**src/logic/tmr0_map.svh**
```systemverilog
`ifndef TMR0_MAP_SVH
`define TMR0_MAP_SVH
// Register index (byte address = index * 4)
`define TMR0_CTRL_IDX 8'h33
`define TMR0_VALUE_IDX 8'h32
`define TMR0_FLAG_IDX 8'h38
`define TMR0_MASK_IDX 8'h39
`define TMR0_CFG_IDX 8'h3a
// Field positions
`define TMR0_SEL_LSB 0
`define TMR0_SEL_MSB 2
`define TMR0_OVF_BIT 0
`define TMR0_HALF_BIT 0
// Reset values
`define TMR0_CTRL_RST 3'h0
`define TMR0_VALUE_RST 8'h00
// Prescaler taps (bit index of the 10-bit prescaler that wraps)
`define TMR0_TAP8 2
`define TMR0_TAP64 5
`define TMR0_TAP256 7
`define TMR0_TAP1024 9
`endif

```
**src/logic/tmr0_pkg.sv**
```systemverilog
package tmr0_pkg;
  typedef enum logic [2:0]
  {
    TMR0_STOP = 3'b000,
    TMR0_CK = 3'b001,
    TMR0_CK8 = 3'b010,
    TMR0_CK64 = 3'b011,
    TMR0_CK256 = 3'b100,
    TMR0_CK1024 = 3'b101,
    TMR0_EXT_FALL = 3'b110,
    TMR0_EXT_RISE = 3'b111
  } tmr0_sel_e;
endpackage : tmr0_pkg

```
**src/logic/tmr0_timer.sv**
```systemverilog
`include "tmr0_map.svh"
module tmr0_timer
  import tmr0_pkg::*;
(
  // Clock and reset
  input wire logic core_clk_in,
  input wire logic rst_in,
  // Counting pin, sampled whatever its port direction
  input wire logic counter0_ext_clock_pin_in,
  // Prescaler taps for the second timer
  output logic [3:0] prescale_taps_out,
  // AXI4-Lite write address
  input wire logic [31:0] s_axi_awaddr_in,
  input wire logic s_axi_awvalid_in,
  output logic s_axi_awready_out,
  // AXI4-Lite write data
  input wire logic [31:0] s_axi_wdata_in,
  input wire logic [3:0] s_axi_wstrb_in,
  input wire logic s_axi_wvalid_in,
  output logic s_axi_wready_out,
  // AXI4-Lite write response
  output logic [1:0] s_axi_bresp_out,
  output logic s_axi_bvalid_out,
  input wire logic s_axi_bready_in,
  // AXI4-Lite read address
  input wire logic [31:0] s_axi_araddr_in,
  input wire logic s_axi_arvalid_in,
  output logic s_axi_arready_out,
  // AXI4-Lite read data
  output logic [31:0] s_axi_rdata_out,
  output logic [1:0] s_axi_rresp_out,
  output logic s_axi_rvalid_out,
  input wire logic s_axi_rready_in,
  // Interrupt
  output logic irq_out
);

  ////////////////////////////////////////////////////////////////////////////
  // Registers
  // Control, count, flag and mask state
  logic [2:0] sel;
  logic [7:0] counter0_value;
  logic flag_ovf;
  logic mask_ovf;
  logic half_mode;

  // Prescaler phase and count, shared with the second timer
  logic half_ph;
  logic [9:0] presc;

  // Pin sampling: two synchroniser stages and one delay for edges
  logic pin_s1;
  logic pin_s2;
  logic pin_d;

  // Bus holding slots; each keeps one beat until the write completes
  logic [31:0] aw_addr;
  logic aw_full;
  logic [31:0] w_data;
  logic [3:0] w_strb;
  logic w_full;

  // Read answer, chosen combinationally and registered on the take
  logic [31:0] next_rdata;
  logic [1:0] next_rresp;

  ////////////////////////////////////////////////////////////////////////////
  // Prescaler: in 24 MHz mode it advances every other cycle, giving 12 MHz
  // The same gate holds the taps and CK, so every internal source runs off the 12 MHz base
  wire presc_tick = !half_mode || half_ph;
  wire [9:0] presc_inc = presc + 10'h001;
  // A tap wraps when every prescaler bit up to its index is one
  wire [3:0] tap_wrap;
  assign tap_wrap[0] = presc_tick && (&presc[`TMR0_TAP8:0]);
  assign tap_wrap[1] = presc_tick && (&presc[`TMR0_TAP64:0]);
  assign tap_wrap[2] = presc_tick && (&presc[`TMR0_TAP256:0]);
  assign tap_wrap[3] = presc_tick && (&presc[`TMR0_TAP1024:0]);
  assign prescale_taps_out = tap_wrap;

  // Free-running shared prescaler; never reset by counter writes
  // so the second timer never sees its tap phase jump
  always_ff @(posedge core_clk_in or posedge rst_in)
  begin
    if (rst_in)
    begin
      presc <= 10'h000;
      half_ph <= 1'b0;
    end
    else
    begin
      half_ph <= !half_ph;
      if (presc_tick)
        presc <= presc_inc;
    end
  end

  ////////////////////////////////////////////////////////////////////////////
  // Pin synchroniser; pin_s1 feeds only pin_s2
  // Resets low: a pin that idles high shows one false rising edge
  always_ff @(posedge core_clk_in or posedge rst_in)
  begin
    if (rst_in)
    begin
      pin_s1 <= 1'b0;
      pin_s2 <= 1'b0;
      pin_d <= 1'b0;
    end
    else
    begin
      pin_s1 <= counter0_ext_clock_pin_in;
      pin_s2 <= pin_s1;
      pin_d <= pin_s2;
    end
  end
  // Edges narrower than one clock period may be lost
  // pin_d is a third flop, so detection never reads a settling stage
  wire pin_rise = pin_s2 && !pin_d;
  wire pin_fall = !pin_s2 && pin_d;

  ////////////////////////////////////////////////////////////////////////////
  // Source selection
  // Each source becomes a one-cycle enable; the counter keeps one clock
  logic count_en;
  always_comb
  begin
    case (tmr0_sel_e'(sel))
      TMR0_STOP: count_en = 1'b0;
      TMR0_CK: count_en = presc_tick;
      TMR0_CK8: count_en = tap_wrap[0];
      TMR0_CK64: count_en = tap_wrap[1];
      TMR0_CK256: count_en = tap_wrap[2];
      TMR0_CK1024: count_en = tap_wrap[3];
      TMR0_EXT_FALL: count_en = pin_fall;
      TMR0_EXT_RISE: count_en = pin_rise;
      default: count_en = 1'b0;
    endcase
  end

  ////////////////////////////////////////////////////////////////////////////
  // Bus decode
  // Holding slots let address and data arrive in either order
  // Only byte lane 0 carries register bits; other lanes are ignored
  wire wr_go = aw_full && w_full && !s_axi_bvalid_out;
  wire [7:0] wr_idx = aw_addr[9:2];
  wire [7:0] rd_idx = s_axi_araddr_in[9:2];
  wire wr_hi_zero = (aw_addr[31:10] == 22'h0) && (aw_addr[1:0] == 2'h0);
  wire rd_hi_zero = (s_axi_araddr_in[31:10] == 22'h0) && (s_axi_araddr_in[1:0] == 2'h0);
  wire wr_lane0 = w_strb[0];
  wire wr_ctrl = wr_go && wr_hi_zero && (wr_idx == `TMR0_CTRL_IDX) && wr_lane0;
  wire wr_val = wr_go && wr_hi_zero && (wr_idx == `TMR0_VALUE_IDX) && wr_lane0;
  wire wr_flag = wr_go && wr_hi_zero && (wr_idx == `TMR0_FLAG_IDX) && wr_lane0;
  wire wr_mask = wr_go && wr_hi_zero && (wr_idx == `TMR0_MASK_IDX) && wr_lane0;
  wire wr_cfg = wr_go && wr_hi_zero && (wr_idx == `TMR0_CFG_IDX) && wr_lane0;
  wire wr_hit = wr_hi_zero && ((wr_idx == `TMR0_CTRL_IDX) || (wr_idx == `TMR0_VALUE_IDX)
    || (wr_idx == `TMR0_FLAG_IDX) || (wr_idx == `TMR0_MASK_IDX) || (wr_idx == `TMR0_CFG_IDX));
  wire rd_go = s_axi_arvalid_in && !s_axi_rvalid_out;
  // A value write in the same cycle wins, so no overflow is raised then
  wire ovf_event = count_en && (counter0_value == 8'hff) && !wr_val;
  wire [7:0] cnt_inc = counter0_value + 8'h01;

  ////////////////////////////////////////////////////////////////////////////
  // Read mux; reserved bits read zero
  // Unmapped or unaligned reads answer SLVERR with zero data
  always_comb
  begin
    next_rresp = 2'b00;
    if (!rd_hi_zero)
      next_rdata = 32'h0;
    else
    begin
      case (rd_idx)
        `TMR0_CTRL_IDX: next_rdata = {29'h0, sel};
        `TMR0_VALUE_IDX: next_rdata = {24'h0, counter0_value};
        `TMR0_FLAG_IDX: next_rdata = {31'h0, flag_ovf};
        `TMR0_MASK_IDX: next_rdata = {31'h0, mask_ovf};
        `TMR0_CFG_IDX: next_rdata = {31'h0, half_mode};
        default: next_rdata = 32'h0;
      endcase
    end
    if (!rd_hi_zero || !((rd_idx == `TMR0_CTRL_IDX) || (rd_idx == `TMR0_VALUE_IDX)
      || (rd_idx == `TMR0_FLAG_IDX) || (rd_idx == `TMR0_MASK_IDX) || (rd_idx == `TMR0_CFG_IDX)))
      next_rresp = 2'b10;
  end

  // A held beat blocks the next one; reads wait for the answer to go
  assign s_axi_awready_out = !aw_full;
  assign s_axi_wready_out = !w_full;
  assign s_axi_arready_out = !s_axi_rvalid_out;
  // Mask only gates the level; the flag records events regardless
  assign irq_out = flag_ovf && mask_ovf;

  ////////////////////////////////////////////////////////////////////////////
  // Write channel capture and response
  // A response waits until both beats are held and none is pending
  always_ff @(posedge core_clk_in or posedge rst_in)
  begin
    if (rst_in)
    begin
      aw_addr <= 32'h0;
      aw_full <= 1'b0;
      w_data <= 32'h0;
      w_strb <= 4'h0;
      w_full <= 1'b0;
      s_axi_bvalid_out <= 1'b0;
      s_axi_bresp_out <= 2'b00;
    end
    else
    begin
      if (s_axi_awvalid_in && !aw_full)
      begin
        aw_addr <= s_axi_awaddr_in;
        aw_full <= 1'b1;
      end
      if (s_axi_wvalid_in && !w_full)
      begin
        w_data <= s_axi_wdata_in;
        w_strb <= s_axi_wstrb_in;
        w_full <= 1'b1;
      end
      // Completing a write frees both slots on the same edge
      if (wr_go)
      begin
        aw_full <= 1'b0;
        w_full <= 1'b0;
        s_axi_bvalid_out <= 1'b1;
        s_axi_bresp_out <= wr_hit ? 2'b00 : 2'b10;
      end
      else if (s_axi_bready_in)
        s_axi_bvalid_out <= 1'b0;
    end
  end

  // Read response, one cycle after the address is taken
  // The address is refused while an answer waits, so rdata stays put
  always_ff @(posedge core_clk_in or posedge rst_in)
  begin
    if (rst_in)
    begin
      s_axi_rvalid_out <= 1'b0;
      s_axi_rdata_out <= 32'h0;
      s_axi_rresp_out <= 2'b00;
    end
    else if (rd_go)
    begin
      s_axi_rvalid_out <= 1'b1;
      s_axi_rdata_out <= next_rdata;
      s_axi_rresp_out <= next_rresp;
    end
    else if (s_axi_rready_in)
      s_axi_rvalid_out <= 1'b0;
  end

  ////////////////////////////////////////////////////////////////////////////
  // Control, counter and flag
  // Only the three select bits are stored; the rest read zero
  always_ff @(posedge core_clk_in or posedge rst_in)
  begin
    if (rst_in)
    begin
      // Reset stops the counter and masks the interrupt
      sel <= `TMR0_CTRL_RST;
      counter0_value <= `TMR0_VALUE_RST;
      flag_ovf <= 1'b0;
      mask_ovf <= 1'b0;
      half_mode <= 1'b0;
    end
    else
    begin
      if (wr_ctrl)
        sel <= w_data[`TMR0_SEL_MSB:`TMR0_SEL_LSB];
      if (wr_mask)
        mask_ovf <= w_data[`TMR0_OVF_BIT];
      if (wr_cfg)
        half_mode <= w_data[`TMR0_HALF_BIT];
      // Written value wins this cycle; counting resumes on the next
      if (wr_val)
        counter0_value <= w_data[7:0];
      else if (count_en)
        counter0_value <= cnt_inc;
      // Set beats a simultaneous write-one clear
      if (ovf_event)
        flag_ovf <= 1'b1;
      else if (wr_flag && w_data[`TMR0_OVF_BIT])
        flag_ovf <= 1'b0;
    end
  end

endmodule : tmr0_timer

```
**config.mk**
```make
export PLATFORM = sky130hd
export DESIGN_NAME = tmr0_timer
export DESIGN_NICKNAME = d
export VERILOG_FILES = /design/src/logic/tmr0_pkg.sv /design/src/logic/tmr0_timer.sv
export VERILOG_INCLUDE_DIRS = /design/src /design/src/logic
export SDC_FILE = /design/constraint.sdc
export NUM_CORES = 1
export LEC_CHECK = 0
export ABC_AREA = 1
export BUFFER_PORTS_ARGS = -buffer_cell sky130_fd_sc_hd__buf_4
export CORE_AREA = 8 8 142 144
export DETAILED_ROUTE_END_ITERATION = 8
export DIE_AREA = 0 0 150 152
export PLACE_DENSITY = 0.46
export SLEW_MARGIN = 20
export SYNTH_ARGS = -nofsm -noshare
export SYNTH_HDL_FRONTEND = slang
export SYNTH_SLANG_ARGS = --single-unit
```
**constraint.sdc**
```tcl
create_clock -name core_clk_in -period 2.8 [get_ports core_clk_in]
set_clock_uncertainty 0.05 [all_clocks]
set_input_delay 0.42 -clock core_clk_in [delete_from_list [all_inputs] [get_ports core_clk_in]]
set_output_delay 0.42 -clock core_clk_in [all_outputs]
set_load 0.05 [all_outputs]
```
=== Word level (Yosys, flattened, before mapping) ===
Cells that the tools add are included.

* Flip-flop bits (word level): 109
* Bits of input ports: 108
* Output and inout port bits: 46
* Word-level logic and storage cells: 122

* Add/sub/neg operators: 2
* Equality and inequality tests: 18
* Multiplexer cells: 17
* Reductions and logical operators: 65

{| class="wikitable"
|+ Operators by type and width
! cell !! number
|-
| $eq 8x6->1 const B || 10
|-
| $logic_not 22->1 || 2
|-
| $pmux 8 s5 || 1
|-
| $logic_and 1x1->1 || 29
|-
| $mux 8 || 3
|-
| $eq 3x3->1 const B || 4
|-
| $reduce_bool 2->1 || 6
|-
| $logic_not 1->1 || 11
|-
| $add 10x1->10 const B || 1
|-
| $logic_or 1x1->1 || 10
|-
| $mux 1 || 10
|-
| $reduce_and 10->1 || 1
|-
| $add 8x1->8 const B || 1
|-
| $eq 8x8->1 const B || 1
|-
| $pmux 1 s8 || 1
|-
| $reduce_and 8->1 || 1
|-
| $eq 3x2->1 const B || 2
|-
| $reduce_and 6->1 || 1
|-
| $logic_not 2->1 || 2
|-
| $mux 2 || 2
|-
| $eq 3x1->1 const B || 1
|-
| $logic_not 3->1 || 1
|-
| $reduce_and 3->1 || 1
|}

=== Logic depth before layout (Yosys ltp) ===
Gate-level depths: netlist (run 1).

* Depth in word-level cells: 8
* Mapped depth: 12

=== Least setup slack after synthesis (run 1) ===
No wires, ideal clock.

* Path kind: reg2out
* Start point: register presc[0]
* End point: output port prescale_taps_out[3]
* Arrival time: 1.907 ns
* Setup slack: 0.423 ns
* Stages on the path, launching flop included: 6
* Cells stage by stage: dfrtp_1 > ha_1 > nand3_1 > nor2_4 > inv_1 > nor3_1

* Word-level cells in the longest chain between the ends: 2

{| class="wikitable"
|+ RTL lines
! item !! line !! text
|-
| start: declaration || tmr0_timer.sv:49 || <nowiki>logic [9:0] presc;</nowiki>
|-
| start signal: assignment || tmr0_timer.sv:93 || <nowiki>presc <= presc_inc;</nowiki>
|-
| $reduce_and 10->1 || tmr0_timer.sv:77 || <nowiki>assign tap_wrap[3] = presc_tick && (&presc[`TMR0_TAP1024:0]);</nowiki>
|-
| $logic_and 1x1->1 || tmr0_timer.sv:77 ||
|-
| end: declaration || tmr0_timer.sv:11 || <nowiki>output logic [3:0] prescale_taps_out,</nowiki>
|}

No other way between the ends.

=== Final worst setup path (run 1) ===
* Start point: register presc[0]
* End point: output port prescale_taps_out[1]

* Word-level cells in the longest chain between the ends: 2

{| class="wikitable"
|+ RTL lines
! item !! line !! text
|-
| $reduce_and 6->1 || tmr0_timer.sv:75 || <nowiki>assign tap_wrap[1] = presc_tick && (&presc[`TMR0_TAP64:0]);</nowiki>
|-
| $logic_and 1x1->1 || tmr0_timer.sv:75 ||
|}

No other way between the ends.

==> flow_summary.toml, run 1 <==
[timing]
rsz0062_at_grt = "false"
fin_ws_ps = 632
slew_headroom_pct = 39.5
fin_crit_ps = 2170
worst_pin_slew_ps = 905
finalHoldViolations = 0
fin_crit_sh_pct = 77.4
final-setup-viol-count = 0
setup_tns_ps = 0
clock.fmax_mhz = 461
whs_ps = 89.0
slew_viol_final = 0

[drt]
drt_iter0_markers = 180
drt_first_pass_iters = 4
wl_met2_um = 4780
num_vias = 3543
highest_layer = "met4"
avgViaCountPerCell = 4.19
drc = 0
wl_um = 10900
wire_per_inst_um = 12.9
met3_length_um = 1310
postRouteAntennaNets = 0
wl_met1_um = 4640

[setup_path]
crit_required_ps = 2330
cp_max_fo = 4
reg2reg_depth = 5
r2r_setup_slack_ps = 980
worstReg2RegStart = "aw_full"
end_kind = "output port"
rr_endpoint = "aw_addr[3]"
crit_start = "presc[0]"
worstPathArrival_ps = 1700
cp-start-kind = "flip-flop"
path_class = "flip-flop to output port"

[global_route]
grt_pass1_vias = 3617
antenna_found_initial = 0
grt_max_degree = 51
grt_use_total_pct = 9.70
grt_pass1_wl_um = 17600
grt_overflow_total = 0

[synth]
synth_ff_type = "dfrtp_1"
ys_seq_area_share_pct = 47.2
ys.warnings.count = 0
synth_edf_count = 0
netlist_area_sq_mm = 0.00440
avgSynthCellArea_sq_um = 8.68
yosysUniqueCellTypes = 34
synth-seq-cells = 83
async_reset_ff_share_pct = 100
syn_inst = 507

[final_layout]
antennaDiodeCount = 0
final_common_cell = "buf_4"
postLayoutCoreUtil_pct = 31.6
area_growth_pct = 27.6
ff_latch_area_sq_mm = 0.00208
final_cell_mix = "buf_4 (103), nand2_1 (102), dfrtp_1 (83), nor2_1 (70), inv_1 (46)"
multi_input_area_sq_mm = 0.00195
nets = 723
post-route-cell-area_sq_mm = 0.00562
final_cells = 845
drive_gt1_share_pct = 29.9
fillers = 1925

[clocking]
cts_root_buf = "clkbuf_16"
cts_hold_buf = 0
post_cts_resized = 0
cts_buffers = 9
htree_levels = 3
cts.sinks = 83
cts_setup_buffers = 0
cts_buffer_depth = 2
insertion_delay_ps = 340
clkTransAtPathRegs_ps = 60
tritoncts = "built"

[pwr]
powerDensity_mw_per_mm2 = 692
ir_worst_vdd_mv = 0.353
power_mw = 3.89
p_leak_nw = 2.88

[die]
fp.coreArea_sq_mm = 0.0178
ioPinCount = 154
rows = 49
initial_utilization_pct = 24.8
fp.dieH_um = 152
die-area_sq_mm = 0.0228
die_x_um = 150

[place]
dpl_cell_area_sq_mm = 0.00532
hpwl_um = 8700
place_congestion = 0.784
dp_slack_ps = 937
port_buffers = 100
place_inst = 830

[job]
maxCapViolCount = 0

[min_path]
hp-class = "primary input to asynchronous set/reset pin"

[run_status]
status = "complete, no violations"
-- layer usage --
metal	vias to the layer above	GRT usage (%)
met1	1616	11.4
li1	1794	-
met5	-	0
met4	0	3.33
met3	11	4.87
met2	122	15.0
-- power breakdown --
part           total [mW]  internal (mW)  switching, mW
registers            1.70           1.52          0.176
logic                1.01          0.413          0.602
clock network        1.17          0.706          0.468
-- flip-flops by register name, indices dropped and copies added, names as in the netlist, 3 cells and up --
signal / count
presc: 10
aw_addr: 32
w_data: 8
counter0_value: 8
s_axi_rdata_out: 8
sel: 3
-- synthesized netlist by cell type (8+ instances only) --
master | count | area share (%)
nand3_1 | 27 | 3.1
nand2_1 | 102 | 8.7
a21oi_1 | 19 | 2.2
inv_1 | 47 | 4.0
xor2_1 | 8 | 1.6
nand4_1 | 18 | 2.6
dfrtp_1 | 83 | 47
nand3_2 | 15 | 3.4
inv_2 | 9 | 0.77
buf_4 | 26 | 4.4
mux2_2 | 24 | 6.1
o21ai_0 | 11 | 1.3
nor2_1 | 70 | 6.0
-- cell families after synthesis --
group           share of synthesized area (%)
compound gates                           3.55
xor+xnor                                 2.59
fa+ha+maj                               0.853
buf+inv                                  10.6
flops                                    47.2
mux                                      6.14
other cells                            0.0852
simple gates                             29.0
-- worst max path at each step --
stage	to	slack, ps	depth (start not counted)
5_1_grt	prescale_taps_out[1]	470	6
4_1_cts	prescale_taps_out[3]	600	6
3_5_place_dp	aw_addr[5]	940	5
6_report	prescale_taps_out[1]	630	6
2_1_floorplan	aw_addr[0]	190	1
3_3_place_gp	aw_addr[23]	980	5
-- worst max-delay path, stage by stage, from the launching register on --
cell     delay [ps]
dfrtp_1         390
ha_1            180
nand3_1         140
nor2_4          150
inv_1            90
nor2_1          170
buf_4           240
-- layout make-up --
class	count	area share, %
Sequential cell	83	37.0
Tap cell	229	5.10
Clock inverter	5	0.958
Inverter	57	3.83
Clock buffer	10	4.25
Timing Repair Buffer	104	14.1
Multi-Input combinational cell	357	34.8
Note: power is estimated with default switching activity, not from simulation.
==> run 2, diff against run 1 <==
Settings changed: PLACE_DENSITY 0.46 to 0.44.
Clock period 2.8 ns to 2.27 ns, I/O delays scaled along.
==> flow_summary.toml, run 2 (synthesized netlist as in run 1, its figures left out) <==
[run_status]
status = "complete, no violations"

[setup_path]
max_stage_delay_ps = 390
r2r_setup_slack_ps = 440
reg2reg_depth = 12
worstPathArrival_ps = 1700
crit_path_end = "prescale_taps_out[1]"
crit_required_ps = 1880
cp.depth = 6
cpMaxStageDelayCell = "dfrtp_1"
crit_start = "presc[0]"
rr_endpoint = "counter0_value[1]"
path_class = "flip-flop to output port"
critPathBufInv = 2
cp_max_fo = 4
cp_cell_sequence = "ha_1 > nand3_1 > nor2_4 > inv_1 > nor2_1 > buf_6"
worstReg2RegStart = "presc[0]"
cp-start-kind = "flip-flop"
crit_family = "simple AND/OR/NAND/NOR gates"
end_kind = "output port"

[place]
hpwl_um = 8520
place_inst = 829
port_buffers = 100
place_congestion = 0.774

[global_route]
grt_pass1_vias = 3562
grt_use_total_pct = 9.63
grt_max_degree = 84
antenna_found_initial = 0
grt_overflow_total = 0
grt_pass1_wl_um = 17500

[die]
die_x_um = 150
ioPinCount = 154
fp.coreArea_sq_mm = 0.0178
fp.dieH_um = 152
rows = 49
initial_utilization_pct = 24.8
die-area_sq_mm = 0.0228

[final_layout]
ff_latch_area_sq_mm = 0.00208
drive_gt1_share_pct = 29.7
area_growth_pct = 27.0
regMostFlops = "aw_addr"
multi_input_area_sq_mm = 0.00196
final_cells = 845
final_cell_mix = "nand2_1 (102), buf_4 (101), dfrtp_1 (83), nor2_1 (70), inv_1 (46)"
final_common_cell = "nand2_1"
largest_register_ffs = 32
postLayoutCoreUtil_pct = 31.4
reg.largest.list = "aw_addr: 32 flops, presc: 10 flops"
nets = 722
antennaDiodeCount = 0
fillers = 1916

[timing]
slew_viol_final = 0
whs_ps = 61.0
fin_crit_ps = 2090
rsz0062_at_grt = "false"
finalHoldViolations = 0
final-setup-viol-count = 0
setup_tns_ps = 0
clock.fmax_mhz = 479
fin_crit_sh_pct = 92.0

[pwr]
powerDensity_mw_per_mm2 = 833
ir_worst_vdd_mv = 0.435
power_mw = 4.66
p_leak_nw = 2.85

[drt]
drt_first_pass_iters = 4
wire_per_inst_um = 12.9
wl_um = 10900
postRouteAntennaNets = 0
avgViaCountPerCell = 4.18
drt_iter0_markers = 156
drc = 0
num_vias = 3534

[clocking]
tritoncts = "built"
cts_root_buf = "clkbuf_16"
cts_buffer_depth = 2
cts_buffers = 9
insertion_delay_ps = 340
cts.sinks = 83
clkTransAtPathRegs_ps = 60
htree_levels = 3

[min_path]
hp-class = "primary input to flip-flop"

[job]
maxCapViolCount = 0
run 2: worst min-delay path by stage:
stage	start	to	slack, ps	cells after the start
after floorplan	pin_s1	pin_s2	280	0
after global placement	pin_s1	pin_s2	290	0
after detailed placement	pin_s1	pin_s2	290	0
after CTS	counter0_ext_clock_pin_in	pin_s1	40	1
after global routing	counter0_ext_clock_pin_in	pin_s1	40	1
final	counter0_ext_clock_pin_in	pin_s1	60	1
run 2: through the flow:
| step | cell area [sq um] | setup WS, ps |
|---|---|---|
| after floorplan | 4500 | 309 |
| after global placement | 5320 | 472 |
| after detailed placement | 5320 | 430 |
| after CTS | 5590 | 117 |
| after global routing | 5590 | 0.622 |
| final | 5590 | 182 |
run 2: what timing repair did:
action,CTS,global route
gates resized for setup,0,1
buffers inserted,0,0
hold buffers,0,0
endpoints found under the setup margin,0,1
run 2: metal layers:
| metal | track usage [%] | vias up | part of all wire (%) |
|---|---|---|---|
| met1 | 11.5 | 1624 | 44 |
| met5 | 0 | - | 0 |
| met2 | 14.8 | 132 | 44 |
| li1 | - | 1776 | - |
| met4 | 2.29 | 0 | 0.41 |
| met3 | 5.17 | 2 | 12 |
run 2: area by class of cell:
cell class                 instances  area share [%]
tap                              229            5.13
timing repair buffer             103            14.1
clock buffer                      11            4.16
inverter                          57            3.89
multi-input combinational        357            35.0
sequential                        83            37.2
clock inverter                     5           0.537
run 2: power by group:
group / leakage [nW] / internal (mW) / switching, mW
clock network: 0.125 / 0.736 / 0.586
logic: 1.71 / 0.501 / 0.737
registers: 1.01 / 1.87 / 0.221
run 2: worst reg2reg max path: stages (launching register included):
cell	delay [ps]
dfrtp_1	410
ha_1	230
ha_1	210
nand3_1	80
nand2_1	50
nand2_1	50
nand2_1	50
nand2_1	90
inv_2	70
nor2_8	200
nand2_2	100
nand2_1	80
nand2_1	50
==> run 3, diff against run 2 <==
Settings changed: CORE_AREA 8 8 142 144 to 8 8 131 133, CTS_CLUSTER_SIZE from default to 30, DIE_AREA 0 0 150 152 to 0 0 139 141, PLACE_DENSITY 0.44 to 0.51.
==> flow_summary.toml, run 3 (synthesized netlist as in run 1, its figures left out) <==
[drt]
drt_first_pass_iters = 4
avgViaCountPerCell = 4.36
drc = 0
wl_um = 10500
postRouteAntennaNets = 0
drt_iter0_markers = 89
num_vias = 3509
wire_per_inst_um = 13.1

[timing]
slew_viol_final = 0
worst_pin_slew_ps = 773
fin_crit_sh_pct = 92.8
fin_crit_ps = 2110
rsz0062_at_grt = "false"
finalHoldViolations = 0
setup_tns_ps = 0
fin_ws_ps = 164
clock.fmax_mhz = 475
slew_headroom_pct = 48.3
final-setup-viol-count = 0

[clocking]
cts_hold_buf = 0
cts_setup_buffers = 0
cts.sinks = 83
cts_root_buf = "clkbuf_16"
cts_buffers = 9
cts_buffer_depth = 2
post_cts_resized = 0
htree_levels = 3
insertion_delay_ps = 350
clkTransAtPathRegs_ps = 60
tritoncts = "built"

[die]
fp.dieH_um = 141
ioPinCount = 154
initial_utilization_pct = 29.4
die-area_sq_mm = 0.0196
rows = 45
fp.coreArea_sq_mm = 0.0150
die_x_um = 139

[place]
place_congestion = 0.804
port_buffers = 100
dpl_cell_area_sq_mm = 0.00529
place_inst = 789
hpwl_um = 8390
dp_slack_ps = 481

[pwr]
p_clk_share_pct = 29.5
power.switching_mw = 1.57
p_leak_nw = 2.87
comb_power_share_pct = 26.3
power_mw = 4.74
p_seq_share_pct = 44.2
ir_worst_vdd_mv = 0.891
p_int_mw = 3.17
switching_share_pct = 33.2
powerDensity_mw_per_mm2 = 850

[run_status]
status = "complete, no violations"

[global_route]
antenna_found_initial = 0
grt_overflow_total = 0
grt_pass1_vias = 3766
grt_use_total_pct = 11.3
grt_max_degree = 50
grt_pass1_wl_um = 17900

[final_layout]
antennaDiodeCount = 0
reg.largest.list = "aw_addr: 32 flops, presc: 10 flops"
post-route-cell-area_sq_mm = 0.00558
largest_register_ffs = 32
fillers = 1546
drive_gt1_share_pct = 30.1
final_cells = 805
nets = 723
regMostFlops = "aw_addr"
area_growth_pct = 26.8
final_cell_mix = "nand2_1 (102), buf_4 (102), dfrtp_1 (83), nor2_1 (70), inv_1 (46)"

[setup_path]
crit_required_ps = 1880
worstPathArrival_ps = 1720
cp-start-kind = "flip-flop"
cp_max_fo = 4
path_class = "flip-flop to output port"
end_kind = "output port"

[job]
maxCapViolCount = 0

[min_path]
hp-class = "primary input to flip-flop"
[run 3: area by class of cell]
| cell class | instances | area (sq um) | area share (%) |
|---|---|---|---|
| inverter | 57 | 218 | 3.90 |
| sequential | 83 | 2080 | 37.2 |
| clock inverter | 6 | 47.5 | 0.852 |
| timing repair buffer | 104 | 806 | 14.4 |
| multi-input combinational | 357 | 1960 | 35.1 |
| clock buffer | 10 | 239 | 4.28 |
| tap | 188 | 235 | 4.22 |
[run 3: metrics by stage]
| stage | hold slack (ps) | util, % |
|---|---|---|
| after CTS | 39.0 | 37.3 |
| final | 58.6 | 37.3 |
| after global placement | 292 | 35.3 |
| after floorplan | 281 | - |
| after detailed placement | 286 | 35.3 |
| after global routing | 39.6 | 37.3 |
[run 3: layer usage]
layer  vias to the layer above  global-route usage [%]  routed length, um
met1                      1594                    13.4               4840
met2                       122                    17.7               4580
met5                         -                       0                  0
met3                        10                    5.98                999
li1                       1783                       -                  -
met4                         0                    2.72                 87
[run 3: power by group through the flow]
stage,clock network (mW),logic [mW],registers (mW)
global placement,0,1.23,2.11
floorplan,0,0.969,2.09
global route,1.51,1.40,2.15
CTS,1.46,1.27,2.10
finish,1.40,1.25,2.10
detailed placement,0,1.27,2.13
[run 3: final timing paths]
check,start,to,slack (ps),cells after the start
min in group asynchronous,rst_in,aw_addr[9],80,2
worst max-delay path,presc[0],prescale_taps_out[1],160,6
worst min register to register,pin_s1,pin_s2,300,0
max in group asynchronous,rst_in,presc[3],1450,3
worst min-delay path,counter0_ext_clock_pin_in,pin_s1,60,1
worst max register to register,presc[0],counter0_value[3],470,12
[run 3: critical path: stages (launching register included)]
cell     delay [ps]
dfrtp_1         390
ha_1            180
nand3_1         140
nor2_4          150
inv_1            90
nor2_1          180
buf_4           240
